**config.mk**
```make
export PLATFORM = sky130hd
export DESIGN_NAME = rbs_supervisor
export DESIGN_NICKNAME = d
export VERILOG_FILES = /design/src/core/rbs_pkg.sv /design/src/core/rbs_sync3.sv /design/src/core/rbs_hyst.sv /design/src/core/rbs_supervisor.sv
export SDC_FILE = /design/constraint.sdc
export NUM_CORES = 1
export LEC_CHECK = 0
export BUFFER_PORTS_ARGS = -buffer_cell sky130_fd_sc_hd__buf_2
export CORE_MARGIN = 3
export CORE_UTILIZATION = 56
export CTS_BUF_LIST = sky130_fd_sc_hd__clkbuf_16
export CTS_CLUSTER_DIAMETER = 40
export DETAILED_ROUTE_END_ITERATION = 16
export GPL_ROUTABILITY_DRIVEN = 0
export GPL_TIMING_DRIVEN = 1
export PLACE_DENSITY = 0.87
export SLEW_MARGIN = 20
export SYNTH_ARGS = -nofsm -noshare
export SYNTH_HDL_FRONTEND = slang
export SYNTH_SLANG_ARGS = --single-unit
```
**constraint.sdc**
```tcl
create_clock -name clk_i -period 1.8 [get_ports clk_i]
set_clock_uncertainty 0.05 [all_clocks]
set_input_delay 0.18 -clock clk_i [delete_from_list [all_inputs] [get_ports clk_i]]
set_output_delay 0.18 -clock clk_i [all_outputs]
set_load 0.005 [all_outputs]
```
**src/core/rbs_pkg.sv**
```systemverilog
/*
  Constants shared by the reset and brownout supervisor.
  Assumes a single 250 MHz core clock.
*/
package rbs_pkg;

  // Core clock period
  localparam int CLK_PERIOD_PS = 4000;

  // Fixed wake-up count of core clocks before release
  localparam int WAKE_CYC = 4096;
  localparam int WAKE_W = 13;

  // Oscillator must run continuously this long to count as stable
  localparam int OSC_STABLE_NS = 2000;
  localparam int OSC_CYC = (OSC_STABLE_NS * 1000 + CLK_PERIOD_PS - 1) / CLK_PERIOD_PS;
  localparam int OSC_W = 9;

  // Digital hysteresis: a brownout flag clears only after this quiet time
  localparam int BROWN_HYST_NS = 1000;
  localparam int BROWN_HYST_CYC = (BROWN_HYST_NS * 1000 + CLK_PERIOD_PS - 1) / CLK_PERIOD_PS;
  localparam int HYST_W = 8;

  // Processor fetch address after release
  localparam logic [31:0] RESET_VECTOR = 32'h0000_0000;

  // Reset cause bit positions
  localparam int CAUSE_EXT = 0;
  localparam int CAUSE_WDT = 1;
  localparam int CAUSE_POR = 2;
  localparam int CAUSE_BROWN = 3;
  localparam int CAUSE_W = 4;
  localparam logic [3:0] CAUSE_RST = 4'h4;
  localparam logic [3:0] CAUSE_BROWN_ONLY = 4'h8;

  typedef enum logic [1:0] {
    ST_HOLD,
    ST_WAKE,
    ST_RUN
  } rbs_state_t;

endpackage : rbs_pkg

```
**src/core/rbs_sync3.sv**
```systemverilog
/*
  Three-stage synchroniser for a level from outside the clock domain.
  The output follows once stages two and three agree.
  An optional asynchronous set forces the asserted value at once.
*/
module rbs_sync3 #(
  parameter logic RST_VAL = 1'b0
) (
  input wire logic clk_i,
  input wire logic rst_i,
  input wire logic aset_i,
  input wire logic d_i,
  output logic q_o
);

  logic s1_q;
  logic s2_q;
  logic s3_q;

  // Set acts without the clock, release passes all stages
  always_ff @(posedge clk_i or posedge aset_i) begin
    if (aset_i) begin
      s1_q <= 1'b1;
      s2_q <= 1'b1;
      s3_q <= 1'b1;
      q_o <= 1'b1;
    end else if (rst_i) begin
      s1_q <= RST_VAL;
      s2_q <= RST_VAL;
      s3_q <= RST_VAL;
      q_o <= RST_VAL;
    end else begin
      s1_q <= d_i;
      s2_q <= s1_q;
      s3_q <= s2_q;
      if (s2_q == s3_q) begin
        q_o <= s3_q;
      end
    end
  end

endmodule : rbs_sync3

```
**src/core/rbs_hyst.sv**
```systemverilog
/*
  Hysteresis filter for a synchronised comparator flag.
  Sets on the first low-supply sample, clears after a quiet period.
  Input comes from logic on the same clock.
*/
module rbs_hyst (
  input wire logic clk_i,
  input wire logic rst_i,
  input wire logic below_i,
  output logic flag_o
);
  import rbs_pkg::*;

  logic [HYST_W-1:0] quiet_q;

  // Slow release keeps a supply hovering at the threshold from chattering
  always_ff @(posedge clk_i) begin
    if (rst_i) begin
      flag_o <= 1'b1;
      quiet_q <= '0;
    end else if (below_i) begin
      flag_o <= 1'b1;
      quiet_q <= '0;
    end else if (flag_o) begin
      if (quiet_q == HYST_W'(BROWN_HYST_CYC - 1)) begin
        flag_o <= 1'b0;
        quiet_q <= '0;
      end else begin
        quiet_q <= quiet_q + HYST_W'(1);
      end
    end
  end

endmodule : rbs_hyst

```
**src/core/rbs_supervisor.sv**
```systemverilog
/*
  Reset and brownout supervisor top.
  Merges reset sources, runs the wake-up sequence, drives the reset
  output pin and the brownout interrupt. Comparator and pin inputs are
  asynchronous; watchdog and flash-done come from the core clock domain.
*/
// What this block does
// RQ1 - Any of four sources asserts chip reset
// RQ2 - Usable supply: reset pin low, timer starts
// RQ3 - Release needs pin, oscillator, count, flash
// RQ4 - Pin high on release or brownout recovery
// RQ5 - Processor fetches from address zero
// RQ6 - Reset held long enough for register defaults
// RQ7 - Below upper threshold raises brownout interrupt
// RQ8 - Interrupt level also readable as status
// RQ9 - Below lower threshold forces chip reset
// RQ10 - Brownout reset held until power-on takes over
// RQ11 - Both thresholds filtered with hysteresis
// RQ12 - Code runs only after oscillator is stable
// RQ13 - Pin asserts at once, release synchronised
module rbs_supervisor (
  input wire logic clk_i,
  input wire logic rst_i,
  input wire logic ext_reset_n_i,
  input wire logic wdt_reset_i,
  input wire logic por_i,
  input wire logic supply_ok_i,
  input wire logic brown_int_cmp_i,
  input wire logic brown_rst_cmp_i,
  input wire logic osc_run_i,
  input wire logic flash_init_done_i,
  output logic chip_reset_o,
  output logic reset_out_pin_o,
  output logic fetch_start_o,
  output logic [31:0] fetch_addr_o,
  output logic brownout_irq_o,
  output logic brownout_status_o,
  output logic [rbs_pkg::CAUSE_W-1:0] reset_cause_o
);
  import rbs_pkg::*;

  ////////////////////////////////////////////////////////////////////////
  // Input synchronisation

  logic ext_act;
  logic ext_assert;
  logic por_s;
  logic sup_s;
  logic int_s;
  logic rst_s;
  logic osc_s;
  logic brown_rst_f;

  assign ext_assert = ~ext_reset_n_i;

  rbs_sync3 #(.RST_VAL(1'b1)) u_sync_ext (
    .clk_i(clk_i),
    .rst_i(rst_i),
    .aset_i(ext_assert), // RQ13
    .d_i(1'b0),
    .q_o(ext_act)
  );

  rbs_sync3 #(.RST_VAL(1'b1)) u_sync_por (
    .clk_i(clk_i),
    .rst_i(rst_i),
    .aset_i(1'b0),
    .d_i(por_i),
    .q_o(por_s)
  );

  rbs_sync3 #(.RST_VAL(1'b0)) u_sync_sup (
    .clk_i(clk_i),
    .rst_i(rst_i),
    .aset_i(1'b0),
    .d_i(supply_ok_i),
    .q_o(sup_s)
  );

  rbs_sync3 #(.RST_VAL(1'b1)) u_sync_int (
    .clk_i(clk_i),
    .rst_i(rst_i),
    .aset_i(1'b0),
    .d_i(brown_int_cmp_i),
    .q_o(int_s)
  );

  rbs_sync3 #(.RST_VAL(1'b1)) u_sync_rst (
    .clk_i(clk_i),
    .rst_i(rst_i),
    .aset_i(1'b0),
    .d_i(brown_rst_cmp_i),
    .q_o(rst_s)
  );

  rbs_sync3 #(.RST_VAL(1'b0)) u_sync_osc (
    .clk_i(clk_i),
    .rst_i(rst_i),
    .aset_i(1'b0),
    .d_i(osc_run_i),
    .q_o(osc_s)
  );

  ////////////////////////////////////////////////////////////////////////
  // Brownout stages

  // Interrupt stage drives the controller line and the status bit
  rbs_hyst u_hyst_int ( // RQ11
    .clk_i(clk_i),
    .rst_i(rst_i),
    .below_i(int_s), // RQ7
    .flag_o(brownout_irq_o)
  );

  // Separate registered copy for the status register, clears one cycle after the interrupt; enable lives in the controller
  always_ff @(posedge clk_i) begin
    if (rst_i) begin
      brownout_status_o <= 1'b1;
    end else begin
      brownout_status_o <= int_s | (brownout_irq_o & ~int_s); // RQ8
    end
  end

  rbs_hyst u_hyst_rst ( // RQ11
    .clk_i(clk_i),
    .rst_i(rst_i),
    .below_i(rst_s), // RQ9
    .flag_o(brown_rst_f)
  );

  ////////////////////////////////////////////////////////////////////////
  // Reset request merge

  logic any_req;
  logic [CAUSE_W-1:0] cur_cause;

  always_comb begin
    cur_cause = '0;
    cur_cause[CAUSE_EXT] = ext_act;
    cur_cause[CAUSE_WDT] = wdt_reset_i;
    cur_cause[CAUSE_POR] = por_s;
    // Brownout flag stays up as the supply keeps falling; POR overlaps it
    cur_cause[CAUSE_BROWN] = brown_rst_f; // RQ10
  end

  assign any_req = |cur_cause; // RQ1

  ////////////////////////////////////////////////////////////////////////
  // Oscillator supervision

  logic [OSC_W-1:0] osc_cnt_q;
  logic osc_ok;

  // A dropout of two or more samples restarts the stability window
  always_ff @(posedge clk_i) begin
    if (rst_i || !osc_s) begin
      osc_cnt_q <= '0;
    end else if (osc_cnt_q != OSC_W'(OSC_CYC)) begin
      osc_cnt_q <= osc_cnt_q + OSC_W'(1); // RQ12
    end
  end

  assign osc_ok = (osc_cnt_q == OSC_W'(OSC_CYC));

  ////////////////////////////////////////////////////////////////////////
  // Wake-up sequence

  rbs_state_t state_q;
  rbs_state_t state_d;
  logic [WAKE_W-1:0] wake_cnt_q;
  logic wake_done;

  assign wake_done = (wake_cnt_q == WAKE_W'(WAKE_CYC)) && osc_ok
                     && flash_init_done_i && !ext_act; // RQ3

  always_comb begin
    state_d = state_q;
    case (state_q)
      ST_HOLD: begin
        if (!any_req && sup_s) begin
          state_d = ST_WAKE;
        end
      end
      ST_WAKE: begin
        if (any_req || !sup_s) begin
          state_d = ST_HOLD;
        end else if (wake_done) begin
          state_d = ST_RUN;
        end
      end
      ST_RUN: begin
        if (any_req) begin
          state_d = ST_HOLD; // RQ1
        end
      end
      default: begin
        state_d = ST_HOLD;
      end
    endcase
  end

  always_ff @(posedge clk_i) begin
    if (rst_i) begin
      state_q <= ST_HOLD;
    end else begin
      state_q <= state_d;
    end
  end

  // Timer restarts on every fresh assertion
  always_ff @(posedge clk_i) begin
    if (rst_i || state_q != ST_WAKE) begin
      wake_cnt_q <= '0; // RQ2
    end else if (wake_cnt_q != WAKE_W'(WAKE_CYC)) begin
      wake_cnt_q <= wake_cnt_q + WAKE_W'(1);
    end
  end

  // The full count gives every block time to load its reset values
  always_ff @(posedge clk_i) begin
    if (rst_i) begin
      chip_reset_o <= 1'b1;
    end else begin
      chip_reset_o <= (state_d != ST_RUN); // RQ6
    end
  end

  always_ff @(posedge clk_i) begin
    if (rst_i) begin
      fetch_start_o <= 1'b0;
      fetch_addr_o <= RESET_VECTOR;
    end else begin
      fetch_start_o <= (state_q == ST_WAKE) && (state_d == ST_RUN); // RQ5
      fetch_addr_o <= RESET_VECTOR; // RQ5
    end
  end

  ////////////////////////////////////////////////////////////////////////
  // Reset cause and reset output pin

  // Causes accumulate over one reset episode, start fresh from run
  always_ff @(posedge clk_i) begin
    if (rst_i) begin
      reset_cause_o <= CAUSE_RST;
    end else if (any_req) begin
      reset_cause_o <= (state_q == ST_RUN ? '0 : reset_cause_o) | cur_cause;
    end
  end

  logic brown_recov;
  assign brown_recov = (reset_cause_o == CAUSE_BROWN_ONLY) && !any_req;

  // Pin is held low until the supply is usable
  always_ff @(posedge clk_i) begin
    if (rst_i || !sup_s) begin
      reset_out_pin_o <= 1'b0;
    end else if (any_req) begin
      reset_out_pin_o <= 1'b0; // RQ2
    end else begin
      reset_out_pin_o <= (state_d == ST_RUN) || brown_recov; // RQ4
    end
  end
endmodule : rbs_supervisor

```
==> metrics.md <==
| Metric | Value |
|---|---|
| Result of the run | completed |
| Buffer levels on the longest clock path | 2 |
| Count of antenna-violating nets left after detailed routing | 0 |
| Initial cell density of the core | 58.56% |
| Cell family with the largest share of critical-path delay | simple AND/OR/NAND/NOR gates |
| Number of buffers inserted by post-CTS setup repair | 0 |
| Worst IR Drop VDD | 0.8218 mV |
| Yosys synthesis warning count | 0 |
| Proportion of synthesized flip-flops having asynchronous set or reset | 5.405% |
| Origin of the critical flop-to-flop path | wake_cnt_q[0]$_SDFFE_PP0P_ |
| DR vias | 2337 |
| Total number of H-tree levels | 3 |
| Type of the worst setup path | reg2reg |
| Non-filler cells, final | 451 |
| Final worst-path cycle share | 88.08% |
| Via count of the first global-routing pass | 2093 |
| Hold-critical path depth | 2 |
| Worst EP required | 2.00 ns |
| Layout filler cell count | 457 |
| Die W | 82.12 µm |
| Final setup violation count | 0 |
| Cell depth of the worst flop-to-flop path | 5 |
| # port buffers | 18 |
| Core region area | 5540 µm² |
| Share of post-route cells with drive strength above 1 | 16.62% |
| Mapped cell area | 3244 µm² |
| Number of library cell types mapped by synthesis | 53 |
| Seq cells post-synth | 74 |
| Overall Global Routing Usage | 17.90% |
| DRC marker count from the first detailed-route iteration | 71 |
| Hold crit path type | in2reg |
| HPWL reported at the end of detailed placement | 3936 µm |
| Nature of the critical path endpoint | flop |
| Leak Pwr | 1.366 nW |
| Total wirelength of the detailed-routed design | 5591 µm |
| Grt total ovfl | 0 |
| Max Cap Violations | 0 |
| Number of enable-type register cells in the synthesized netlist | 0 |
| Clk sinks | 74 |
| DRC viols | 0 |
| Min Tclk post-route | 1.585 ns |
| Number of optimization iterations in the first detailed-route pass | 4 |
| CTS clk-pin slew, worst paths | 0.06 ns |
| Post-Synthesis Mean Instance Area | 9.377 µm² |
| Number of core rows | 27 |
| Area of combinational cells with multiple inputs | 1535 µm² |
| Data arrival time of the worst path | 1.79 ns |
| Max Fclk | 0.6307 GHz |
| Clk root buf | sky130_fd_sc_hd__clkbuf_16 |
| Layout overhead on the synthesized area | 11.92% |
| Max Transition Viols Final | 0 |
| Largest stage delay on the critical path | 0.41 ns |
| Per-cell routed wire length | 12.40 µm |
| TritonCTS clock tree | done |
| Endpoint with the worst hold slack | u_sync_osc.s1_q$_SDFF_PP0_ |
| Worst reg2reg setup slack | 0.21 ns |
| Die extent in y | 82.12 µm |
| Pin count of the biggest net entering global routing | 17 |
| Accumulated negative setup slack | 0 ns |
| Post-Synthesis Cells | 346 |
| Antenna cell count | 0 |
| Average via count per standard cell | 5.182 |
| Sequential-to-total area share from yosys stat | 46.43% |
| Worst path bufs/invs | 0 |
| Inst Count DP | 431 |
| Total cell area at the placement stage | 3282 µm² |
| Count of final hold-check violations | 0 |
| Count of boundary I/O pins | 51 |
| R2R Path End | wake_cnt_q[12]$_SDFFE_PP0P_ |
| Dominant synthesized flop cell | sky130_fd_sc_hd__dfxtp_1 |
| Antenna violations before repair | 0 |
| FF/Latch Area | 1506 µm² |
| Maximum fanout count along the critical path | 5 |
| RSZ-0062 raised after global routing | false |
| First-pass GRT wire length | 9177 µm |
| Skew-Pair Late Insertion Delay | 0.33 ns |
| Worst Setup Start Kind | flop |
| TritonCTS buffer count | 9 |
| Post-Layout Inst Area | 3631 µm² |
| DIE AREA | 6743 µm² |
| Min-delay src | osc_run_i |
| Count of nets after finishing | 392 |
| Cell Pwr Density | 991.0 nW/µm² |
| CP Cell Sequence | ha_1 -> and2_1 -> nand3_1 -> or3_1 -> a21oi_1 |
| Max stage delay cell, worst path | sky130_fd_sc_hd__dfxtp_1 |
==> synth_stat cells (3+ instances only) <==
cell                       count  area (µm²)
sky130_fd_sc_hd__a21oi_1      17       85.08
sky130_fd_sc_hd__and3_1        3       18.77
sky130_fd_sc_hd__buf_4        32       240.2
sky130_fd_sc_hd__clkbuf_1      5       18.77
sky130_fd_sc_hd__dfstp_2       4       105.1
sky130_fd_sc_hd__dfxtp_1      70        1401
sky130_fd_sc_hd__ha_1          8       100.1
sky130_fd_sc_hd__inv_1        10       37.54
sky130_fd_sc_hd__mux2i_1       3       30.03
sky130_fd_sc_hd__nand2_1      20       75.07
sky130_fd_sc_hd__nand2b_1      4       25.02
sky130_fd_sc_hd__nand3_1      14       70.07
sky130_fd_sc_hd__nand4_1      13       81.33
sky130_fd_sc_hd__nor2_1       39       146.4
sky130_fd_sc_hd__nor2b_1       6       37.54
sky130_fd_sc_hd__nor3_1        5       25.02
sky130_fd_sc_hd__nor4_1        3       18.77
sky130_fd_sc_hd__o21ai_0       9       45.04
sky130_fd_sc_hd__o21bai_1      5       37.54
sky130_fd_sc_hd__or2_2        11       68.82
sky130_fd_sc_hd__or3_1         7       43.79
sky130_fd_sc_hd__xnor2_1      10       87.58
sky130_fd_sc_hd__xor2_1       13       113.9
==> layout make-up <==
| class | count | area share (%) |
|---|---|---|
| clock inverter | 7 | 2.309 |
| timing repair buffer | 25 | 4.204 |
| multi-input combinational | 254 | 42.28 |
| clock buffer | 9 | 6.203 |
| tap | 72 | 2.481 |
| inverter | 10 | 1.034 |
| sequential | 74 | 41.49 |
==> through the flow <==
stage / hold WS (ns) / total power, mW / util [%] / worst slack [ns]
finish: 0.02198 / 3.598 / 65.54 / 0.2145
global route: 0.04655 / 3.711 / 65.54 / 0.08868
CTS: 0.01996 / 3.627 / 65.54 / 0.2264
detailed placement: 0.1275 / 1.775 / 59.24 / 0.2298
global placement: 0.1139 / 1.771 / 59.24 / 0.2934
floorplan: -0.01784 / 1.801 / - / 0.3632
==> report_power, final <==
group / internal [mW] / total [mW] / switching, mW
sequential: 1.66 / 1.67 / 0.0101
clock: 1.20 / 1.85 / 0.655
combinational: 0.0317 / 0.0740 / 0.0422
==> sequential cells by signal, indices dropped and copies added (netlist names), 2 cells and up <==
register / flops
osc_cnt_q: 9
reset_cause_o: 4
state_q: 2
u_hyst_int.quiet_q: 8
u_hyst_rst.quiet_q: 8
wake_cnt_q: 13
==> layout by cell type, fill, tap and decap left out, drive strengths merged, types with 6 or more instances in the layout <==
cell	n
nor2b	6
buf	21
clkbuf	9
conb	32
o21ai	10
inv	10
xor2	13
nand4	13
a21oi	18
ha	8
or2	11
or3	7
nor2	40
xnor2	10
nor3	6
nand2	20
dfxtp	70
nand3	14
==> routing by layer <==
| layer | global-route usage [%] | vias up | share of wire, % |
|---|---|---|---|
| met4 | 9.801 | 0 | 2.3 |
| met5 | 0 | - | 0 |
| met3 | 4.338 | 12 | 4.3 |
| li1 | - | 1176 | - |
| met2 | 30.78 | 50 | 51 |
| met1 | 20.36 | 1099 | 42 |
==> worst max path at each step <==
stage | start | to | slack (ns) | cells past startpoint
5_1_grt | wake_cnt_q[0]$_SDFFE_PP0P_ | wake_cnt_q[12]$_SDFFE_PP0P_ | 0.09 | 5
3_3_place_gp | osc_cnt_q[0]$_SDFFE_PP0P_ | reset_out_pin_o$_SDFF_PP0_ | 0.29 | 6
4_1_cts | wake_cnt_q[0]$_SDFFE_PP0P_ | wake_cnt_q[12]$_SDFFE_PP0P_ | 0.23 | 5
3_5_place_dp | wake_cnt_q[0]$_SDFFE_PP0P_ | wake_cnt_q[12]$_SDFFE_PP0P_ | 0.23 | 5
6_report | wake_cnt_q[0]$_SDFFE_PP0P_ | wake_cnt_q[12]$_SDFFE_PP0P_ | 0.21 | 5
2_1_floorplan | u_hyst_rst.flag_o$_SDFF_PP1_ | chip_reset_o$_SDFF_PP1_ | 0.36 | 3
==> timing repair <==
item,in CTS,in global routing
hold buffers,4,0
hold endpoints to repair,7,0
resized for setup,0,0
==> logic make-up (layout without fill, tap and decap cells) <==
kind of cell	after synthesis	after routing	synth area share, %
and+or+nand+nor	143	143	24.53
DFF	74	74	46.43
buffers and inverters	49	51	9.834
AOI/OAI and AO/OA	44	44	8.523
xor gates and xnor gates	23	23	6.209
adders and majority gates	8	8	3.085
muxes	4	4	1.273
other	1	32	0.1156
Power figures use the tool's default switching activity.
